File: src/bmseq_pkg.sv
package bmseq_pkg;
  // ****************************************
  // Widths and timing
  // ****************************************
  localparam int ADDR_W = 24;
  localparam int DATA_W = 8;
  localparam int CNT_W = 16;
  localparam int FIFO_DEPTH = 8;
  // Fixed overhead and per-byte cost in states
  localparam int BASE_STATES = 8;
  localparam int BYTE_STATES = 4;
  localparam logic [3:0] BASE_CYC = 4'(BASE_STATES);
  localparam logic [3:0] BYTE_CYC = 4'(BYTE_STATES);
  localparam logic [3:0] CYC_ZERO = 4'h0;
  localparam logic [3:0] CYC_ONE = 4'h1;
  localparam logic [7:0] LOW_ZERO = 8'h00;
  localparam logic [15:0] WORD_ZERO = 16'h0000;
  localparam logic [15:0] CNT_ONE = 16'h0001;
  localparam logic [23:0] PTR_ONE = 24'h00_0001;

  // Command carrier from the instruction decoder
  typedef struct packed {
    logic word_form;
    logic [CNT_W-1:0] count;
    logic [ADDR_W-1:0] src;
    logic [ADDR_W-1:0] dst;
  } bmseq_cmd_t;

  // Register results handed back at the end
  typedef struct packed {
    logic [CNT_W-1:0] count;
    logic [ADDR_W-1:0] src;
    logic [ADDR_W-1:0] dst;
  } bmseq_res_t;

  // Reads and writes overlap while moving, paced by the fifo and the acks
  typedef enum logic [1:0] {
    BMS_IDLE, BMS_SETUP, BMS_MOVE, BMS_DONE
  } bmseq_state_t;
endpackage

File: src/bmseq_top.sv
// Function
// RULE1 - Byte form copies while low count nonzero
// RULE2 - Stop at zero; zero start skips transfer
// RULE3 - Word form tests full word count
// RULE4 - Takes eight plus four states per byte
// RULE5 - Timing holds for zero-wait memory only
// RULE6 - Word form steps by one; flags untouched
module bmseq_top
  import bmseq_pkg::*;
#(
  parameter int FIFO_D = FIFO_DEPTH
) (
  input wire logic i_clk,
  input wire logic i_rst_n,
  input wire logic i_start,
  input wire bmseq_cmd_t i_cmd,
  output logic o_busy,
  output logic o_done,
  output bmseq_res_t o_res,
  output logic o_rd_req,
  output logic [ADDR_W-1:0] o_rd_addr,
  input wire logic i_rd_ack,
  input wire logic [DATA_W-1:0] i_rd_data,
  output logic o_wr_req,
  output logic [ADDR_W-1:0] o_wr_addr,
  output logic [DATA_W-1:0] o_wr_data,
  input wire logic i_wr_ack
);
  // Depths below two leave no room for a read in flight
  if (FIFO_D < 2) begin : bad_depth_g
    $error("fifo depth too small");
  end

  // ****************************************
  // State
  // ****************************************
  bmseq_state_t st_r, st_nxt;
  logic [CNT_W-1:0] cnt_r;
  logic [CNT_W-1:0] rd_left_r;
  logic [CNT_W-1:0] slot_r;
  logic [ADDR_W-1:0] src_r, dst_r;
  logic [3:0] cyc_r;
  logic busy_r, done_r, rd_req_r, wr_req_r;
  logic [DATA_W-1:0] wr_data_r;
  bmseq_res_t res_r;
  logic f_ready, f_valid;
  logic [DATA_W-1:0] f_data;

  // ****************************************
  // Decode
  // ****************************************
  // Zero test on low byte or full word
  wire start_zero = i_cmd.word_form ? (i_cmd.count == WORD_ZERO) //RULE3
                  : (i_cmd.count[DATA_W-1:0] == LOW_ZERO); //RULE2
  // Byte form drops the high byte of the count
  wire [CNT_W-1:0] cnt_load = start_zero ? WORD_ZERO
                            : i_cmd.word_form ? i_cmd.count //RULE3
                            : {LOW_ZERO, i_cmd.count[DATA_W-1:0]}; //RULE1
  wire take_start = st_r == BMS_IDLE && i_start;
  wire moving = st_r == BMS_SETUP || st_r == BMS_MOVE;
  wire cyc_end = cyc_r == CYC_ONE;
  wire setup_end = st_r == BMS_SETUP && cyc_end;
  wire slot_end = st_r == BMS_MOVE && cyc_end;
  wire last_slot = slot_r == CNT_ONE;
  // Slow memory simply stretches the read and write phases
  wire rd_done = rd_req_r && i_rd_ack; //RULE5
  wire wr_done = wr_req_r && i_wr_ack; //RULE5
  // One read in flight at most, so room now is still room at its ack
  wire rd_issue = moving && !rd_req_r && rd_left_r != WORD_ZERO
                && f_ready; //RULE1
  wire wr_take = moving && !wr_req_r && f_valid; //RULE1
  // Finished only when the time budget and the copy are both spent
  wire time_up = slot_r == WORD_ZERO || (slot_end && last_slot); //RULE4
  wire copied = cnt_r == WORD_ZERO || (wr_done && cnt_r == CNT_ONE); //RULE2

  // Read data is staged in the fifo; the write side drains it
  bmseq_fifo #(
    .WIDTH(DATA_W),
    .DEPTH(FIFO_D)
  ) u_fifo (
    .i_clk(i_clk),
    .i_rst_n(i_rst_n),
    .i_in_valid(rd_done),
    .o_in_ready(f_ready),
    .i_in_data(i_rd_data),
    .o_out_valid(f_valid),
    .i_out_ready(wr_take),
    .o_out_data(f_data)
  );

  // ****************************************
  // Sequencing
  // ****************************************
  always_comb begin
    st_nxt = st_r;
    case (st_r)
      BMS_IDLE: if (i_start) st_nxt = BMS_SETUP;
      // Fixed overhead of eight states, also spent for a zero count
      BMS_SETUP: if (cyc_end) st_nxt = (slot_r == WORD_ZERO) ? BMS_DONE
                                   : BMS_MOVE; //RULE2 RULE4
      // Slow memory may keep the copy going past its last slot
      BMS_MOVE: if (time_up && copied) st_nxt = BMS_DONE; //RULE4 RULE5
      BMS_DONE: st_nxt = BMS_IDLE;
      default: st_nxt = BMS_IDLE;
    endcase
  end

  always_ff @(posedge i_clk) begin
    if (!i_rst_n) begin
      st_r <= BMS_IDLE;
    end else begin
      st_r <= st_nxt;
    end
  end

  // Overhead budget from the start edge, then four states per byte
  always_ff @(posedge i_clk) begin
    if (!i_rst_n) begin
      cyc_r <= CYC_ZERO;
    end else if (take_start) begin
      cyc_r <= BASE_CYC - CYC_ONE; //RULE4
    end else if (setup_end || (slot_end && !last_slot)) begin
      cyc_r <= BYTE_CYC; //RULE4
    end else if (cyc_r != CYC_ZERO) begin
      cyc_r <= cyc_r - CYC_ONE;
    end
  end

  // Slots left to spend; the copy itself may run ahead of them
  always_ff @(posedge i_clk) begin
    if (!i_rst_n) begin
      slot_r <= WORD_ZERO;
    end else if (take_start) begin
      slot_r <= cnt_load; //RULE4
    end else if (slot_end) begin
      slot_r <= slot_r - CNT_ONE; //RULE4
    end
  end

  // Pointers and counts; reads may lead writes by a few bytes
  always_ff @(posedge i_clk) begin
    if (!i_rst_n) begin
      cnt_r <= WORD_ZERO;
      rd_left_r <= WORD_ZERO;
      src_r <= '0;
      dst_r <= '0;
    end else if (take_start) begin
      cnt_r <= cnt_load; //RULE3
      rd_left_r <= cnt_load; //RULE3
      src_r <= i_cmd.src;
      dst_r <= i_cmd.dst;
    end else begin
      if (rd_done) begin
        src_r <= src_r + PTR_ONE; //RULE1 RULE6
        rd_left_r <= rd_left_r - CNT_ONE; //RULE1
      end
      if (wr_done) begin
        dst_r <= dst_r + PTR_ONE; //RULE1 RULE6
        cnt_r <= cnt_r - CNT_ONE; //RULE1 RULE6
      end
    end
  end

  // Bus requests held until acknowledged
  always_ff @(posedge i_clk) begin
    if (!i_rst_n) begin
      rd_req_r <= 1'b0;
      wr_req_r <= 1'b0;
      wr_data_r <= '0;
    end else begin
      if (rd_done) rd_req_r <= 1'b0;
      else if (rd_issue) rd_req_r <= 1'b1; //RULE1
      if (wr_done) wr_req_r <= 1'b0;
      else if (wr_take) begin
        wr_req_r <= 1'b1; //RULE1
        wr_data_r <= f_data;
      end
    end
  end

  // Status and results; no flag output is touched at all
  always_ff @(posedge i_clk) begin
    if (!i_rst_n) begin
      busy_r <= 1'b0;
      done_r <= 1'b0;
      res_r <= '0;
    end else begin
      busy_r <= st_nxt != BMS_IDLE;
      done_r <= st_r == BMS_DONE; //RULE6
      if (st_r == BMS_DONE) begin
        res_r.count <= cnt_r;
        res_r.src <= src_r;
        res_r.dst <= dst_r;
      end
    end
  end

  assign o_busy = busy_r;
  assign o_done = done_r;
  assign o_res = res_r;
  assign o_rd_req = rd_req_r;
  assign o_rd_addr = src_r;
  assign o_wr_req = wr_req_r;
  assign o_wr_addr = dst_r;
  assign o_wr_data = wr_data_r;

  // ****************************************
  // Checks
  // ****************************************
  int unsigned run_len;
  always_ff @(posedge i_clk) begin
    if (!i_rst_n || st_r == BMS_IDLE) run_len <= 0;
    else run_len <= run_len + 1;
  end

  zero_skip_a: assert property (@(posedge i_clk) disable iff (!i_rst_n) //RULE2
    st_r == BMS_IDLE && i_start && start_zero
    |=> !rd_req_r [*8])
    else $error("zero count started a read");
  setup_len_a: assert property (@(posedge i_clk) disable iff (!i_rst_n) //RULE4
    st_r == BMS_SETUP && $past(st_r) == BMS_IDLE |-> ##7 st_r != BMS_SETUP)
    else $error("setup overhead wrong length");
  done_pulse_a: assert property (@(posedge i_clk) disable iff (!i_rst_n) //RULE2
    o_done |=> !o_done)
    else $error("done longer than one cycle");
  // The start edge itself is the first overhead state
  min_time_a: assert property (@(posedge i_clk) disable iff (!i_rst_n) //RULE4
    st_r == BMS_DONE |-> run_len >= BASE_STATES - 1)
    else $error("instruction finished too fast");
  src_step_a: assert property (@(posedge i_clk) disable iff (!i_rst_n) //RULE1
    rd_done |=> src_r == $past(src_r) + PTR_ONE)
    else $error("source pointer not stepped");
  cnt_step_a: assert property (@(posedge i_clk) disable iff (!i_rst_n) //RULE6
    wr_done |=> cnt_r == $past(cnt_r) - CNT_ONE)
    else $error("count not decremented");
  no_wr_zero_a: assert property (@(posedge i_clk) disable iff (!i_rst_n) //RULE2
    st_r == BMS_SETUP && cnt_r == WORD_ZERO |-> !wr_req_r)
    else $error("write issued with zero count");
  word_load_a: assert property (@(posedge i_clk) disable iff (!i_rst_n) //RULE3
    st_r == BMS_IDLE && i_start && i_cmd.word_form
    |=> cnt_r == $past(i_cmd.count))
    else $error("word count not loaded whole");
  stop_zero_a: assert property (@(posedge i_clk) disable iff (!i_rst_n) //RULE2
    st_r == BMS_DONE |-> cnt_r == WORD_ZERO)
    else $error("finished with count left");
  fifo_room_a: assert property (@(posedge i_clk) disable iff (!i_rst_n) //RULE1
    rd_done |-> f_ready)
    else $error("read data arrived with the fifo full");
  slot_spent_a: assert property (@(posedge i_clk) disable iff (!i_rst_n) //RULE4
    st_r == BMS_DONE |-> slot_r == WORD_ZERO)
    else $error("finished before its time budget");
  zero_cv: cover property (@(posedge i_clk) st_r == BMS_SETUP
    && cnt_r == WORD_ZERO ##[1:8] o_done);
  byte_cv: cover property (@(posedge i_clk) wr_done && cnt_r == CNT_ONE);
  late_cv: cover property (@(posedge i_clk) st_r == BMS_MOVE
    && slot_r == WORD_ZERO && cnt_r != WORD_ZERO);
  word_cv: cover property (@(posedge i_clk) st_r == BMS_IDLE && i_start
    && i_cmd.word_form && i_cmd.count[7:0] == LOW_ZERO && !start_zero);
endmodule

File: src/bmseq_fifo.sv
module bmseq_fifo
  import bmseq_pkg::*;
#(
  parameter int WIDTH = DATA_W,
  parameter int DEPTH = FIFO_DEPTH
) (
  input wire logic i_clk,
  input wire logic i_rst_n,
  input wire logic i_in_valid,
  output logic o_in_ready,
  input wire logic [WIDTH-1:0] i_in_data,
  output logic o_out_valid,
  input wire logic i_out_ready,
  output logic [WIDTH-1:0] o_out_data
);
  localparam int AW = $clog2(DEPTH);
  localparam logic [AW:0] LVL_ZERO = '0;
  localparam logic [AW:0] LVL_FULL = (AW+1)'(DEPTH);
  localparam logic [AW-1:0] PTR_ONE_L = AW'(1);

  // Pointer wrap relies on a power-of-two depth
  if (DEPTH < 2 || (DEPTH & (DEPTH - 1)) != 0) begin : bad_depth_g
    $error("fifo depth must be a power of two, at least 2");
  end

  logic [WIDTH-1:0] mem_r [DEPTH];
  logic [AW-1:0] wp_r, rp_r;
  logic [AW:0] lvl_r;
  logic [WIDTH-1:0] dout_r;
  logic dval_r;
  wire push = i_in_valid && (lvl_r != LVL_FULL);
  // Prefetch into output register when it is empty or drained
  wire take = (lvl_r != LVL_ZERO) && (!dval_r || i_out_ready);

  // ****************************************
  // Storage and pointers
  // ****************************************
  always_ff @(posedge i_clk) begin
    if (push) begin
      mem_r[wp_r] <= i_in_data;
    end
  end

  always_ff @(posedge i_clk) begin
    if (!i_rst_n) begin
      wp_r <= '0;
      rp_r <= '0;
      lvl_r <= LVL_ZERO;
      dval_r <= 1'b0;
      dout_r <= '0;
    end else begin
      if (push) wp_r <= wp_r + PTR_ONE_L;
      if (take) begin
        rp_r <= rp_r + PTR_ONE_L;
        dout_r <= mem_r[rp_r];
      end
      lvl_r <= lvl_r + (AW+1)'(push) - (AW+1)'(take);
      if (take) dval_r <= 1'b1;
      else if (i_out_ready) dval_r <= 1'b0;
    end
  end

  assign o_in_ready = (lvl_r != LVL_FULL);
  assign o_out_valid = dval_r;
  assign o_out_data = dout_r;
endmodule

File: config.mk
export PLATFORM = sky130hd
export DESIGN_NAME = bmseq_top
export DESIGN_NICKNAME = d
export VERILOG_FILES = /design/src/bmseq_pkg.sv /design/src/bmseq_top.sv /design/src/bmseq_fifo.sv
export SDC_FILE = /design/constraint.sdc
export NUM_CORES = 1
export LEC_CHECK = 0
export BUFFER_PORTS_ARGS = -buffer_cell sky130_fd_sc_hd__buf_4
export CAP_MARGIN = 5
export CORE_MARGIN = 3
export CORE_UTILIZATION = 47
export DETAILED_ROUTE_END_ITERATION = 12
export PLACE_DENSITY = 0.69
export SYNTH_ARGS = -nofsm -noshare
export SYNTH_HDL_FRONTEND = slang
export SYNTH_SLANG_ARGS = --single-unit
File: constraint.sdc
create_clock -name i_clk -period 6.8 [get_ports i_clk]
set_clock_uncertainty 0.05 [all_clocks]
set_input_delay 0.68 -clock i_clk [delete_from_list [all_inputs] [get_ports i_clk]]
set_output_delay 0.68 -clock i_clk [all_outputs]
set_load 0.02 [all_outputs]
==> reports/metrics.yaml <==
wl_mm: 29.73
grt_pass1_vias: 8438
drtPass1Iterations: 5
initial_core_util_pct: 48.14
power_frac_comb_pct: 21.6
p_total_mw: 4.477
clockBufferDepth: 3
synthesis.area_sq_mm: 0.01140
rows: 56
num_vias: 8911
ys_ff_latch: 261
slew_headroom_pct: 22.99
setup_ws_ns: 3.917
overflow: 0
holdBufCountCts: 0
critical_path_required_ns: 6.90
grt_setup_unrepaired: "false"
worstSkewPairLatency_ns: 0.53
ios: 202
finalInstanceArea_sq_mm: 0.01408
worst_pin_slew_ns: 1.146
final-seq-area_sq_mm: 0.005866
drv_cap: 0
grt_usage_pct: 21.89
seqPwrFrac_pct: 43.2
p_sw_share_pct: 29.64
dp_slack_ns: 3.536
yosysUniqueCellTypes: 61
p_int_mw: 3.150
syn-num-nets: 1214
fin_crit_ns: 2.883
die_width_um: 161.7
p_leak_nw: 5.288
final_common_cell: "buf_4"
ant_nets: 0
ctsRootBufferMaster: "clkbuf_16"
fin_crit_sh_pct: 42.40
grt_max_degree: 93
status: "finished clean"
most-common-layout-cells: "206 x buf_4, 197 x dfxtp_1, 156 x nor2_1"
die_y_um: 161.7
ys_async_sr_fraction_pct: 0
synth.yosys.seq_area_share_pct: 51.45
cts_sinks: 261
dp_hpwl_mm: 20.59
synth_cells: 1110
globalplace.congestion: 0.8855
syn_avg_cell_area_sq_um: 10.27
coreArea_sq_mm: 0.02368
fillCellCount: 2054
htreeDepth: 1
switchingPower_mw: 1.327
post-route-util_pct: 59.47
clkPwrFrac_pct: 35.2
numCtsBuffers: 27
numPortBuffers: 201
clkSlewWorstSetupHoldPaths_ns: 0.06
crit_fanout: 8
grt_pass1_wl_mm: 46.75
avgViaCountPerCell: 5.487
start_kind: "flop"
hold_viol: 0
ir_worst_vdd_uv: 201.9
drv_slew: 0
cts_setup_buffers: 0
multi_input_area_sq_mm: 0.005239
area_growth_pct: 23.55
drive_gt1_share_pct: 21.84
placed_cell_area_sq_mm: 0.01314
ys.flop_type: "dfxtp_1"
arrival_ns: 2.98
antenna_found_initial: 0
synth_edf_count: 64
setup_viol: 0
yosys_warnings: 0
routedWlPerCell_um: 18.31
setup_tns_ns: 0
die_area_sq_mm: 0.02616
cts-resized-gates: 0
antenna_cells: 0
drc: 0
path_class: "reg -> reg"
fmax_mhz: 346.9
layout.nets: 1388
hold_class: "in -> reg"
p_per_area_mw_per_mm2: 317.8
crit_path_end_kind: "flop"
cts_tree: "built"
drt_iter0_drc: 631
cell type report:
cell class              instances  area share, %
multi-input cells             766          37.19
well taps                     319          2.834
clock buffers                  40          5.437
clock inverters                10          1.306
flip-flops and latches        261          41.65
inverters                      22         0.6041
repair buffers                206          10.98
path summary, 6_finish.rpt:
kind                                                 start                      endpoint  slack [ns]  depth (start not counted)
worst max-delay path                 o_rd_req$_SDFFE_PP0P_  u_fifo.mem_r[5][3]$_DFFE_PP_        3.92                          4
worst min-delay path                             i_cmd[58]       slot_r[10]$_SDFFE_PN0P_        0.33                          3
worst max register to register       o_rd_req$_SDFFE_PP0P_  u_fifo.mem_r[5][3]$_DFFE_PP_        3.92                          4
worst min register to register  rd_left_r[14]$_SDFFE_PN0P_    rd_left_r[14]$_SDFFE_PN0P_        0.42                          2
critical path: stages, from the launching register on:
cell and delay [ns]:
dfxtp_1 0.42, nand2_1 0.20, a21oi_1 0.68, nand2_1 0.23
nor3b_1 0.93
cell families after synthesis:
| family | count (synthesis) | share of synthesized area (%) |
|---|---|---|
| AOI/OAI and AO/OA | 188 | 10.37 |
| xor gates and xnor gates | 78 | 5.993 |
| DFF | 261 | 51.45 |
| adders and majority gates | 26 | 2.920 |
| and+or+nand+nor | 376 | 16.13 |
| muxes | 98 | 10.36 |
| buffers and inverters | 83 | 2.766 |
sequential cells by signal (all words and copies together) (netlist names):
name,flops
slot_r,16
o_res,64
cnt_r,16
u_fifo.lvl_r,4
st_r,2
u_fifo.o_out_data,8
u_fifo.o_out_valid,1
o_wr_addr,24
u_fifo.rp_r,3
cyc_r,4
o_wr_data,8
o_rd_addr,24
rd_left_r,16
o_done,1
o_wr_req,1
u_fifo.mem_r,64
o_rd_req,1
o_busy,1
u_fifo.wp_r,3
power by group through the flow:
stage          clock (mW)  sequential [mW]  combinational (mW)
3_3_place_gp            0             1.96               0.944
2_1_floorplan           0             1.94               0.668
3_5_place_dp            0             1.97               0.964
5_1_grt              1.67             1.96                1.06
4_1_cts              1.61             1.93               0.972
6_report             1.58             1.93               0.968
synth_stat cells (7+ instances only):
library cell | instances | area (sq um)
nor3_1 | 21 | 105.1
nand4_1 | 17 | 106.4
ha_1 | 25 | 312.8
clkbuf_1 | 52 | 195.2
dfxtp_1 | 197 | 3944
o21ai_0 | 42 | 210.2
xnor2_1 | 40 | 350.3
xor2_1 | 38 | 332.8
a31oi_1 | 12 | 75.07
a211oi_1 | 37 | 277.8
a21oi_1 | 62 | 310.3
nor2_1 | 156 | 585.6
inv_1 | 21 | 78.83
mux2i_1 | 82 | 820.8
nand3_1 | 29 | 145.1
edfxtp_1 | 64 | 1922
and3_1 | 9 | 56.30
and2_1 | 19 | 118.9
mux4_2 | 16 | 360.4
nand2_1 | 61 | 229.0
or3_1 | 7 | 43.79
nor4_1 | 18 | 112.6
routing by layer:
metal	track usage, %	vias up	share of wire, %
li1	-	4359	-
met1	30.23	4241	44
met2	36.28	255	48
met3	3.520	56	5.1
met4	5.467	0	2.6
met5	0	-	0
metrics by stage:
stage | hold WS, ns | cells
after global routing | 0.3391 | 1624
after CTS | 0.3226 | 1624
after floorplan | 0.3854 | 1110
after detailed placement | 0.4085 | 1574
final | 0.3335 | 1624
after global placement | 0.3973 | 1574
(Power assumes the default switching activity.)
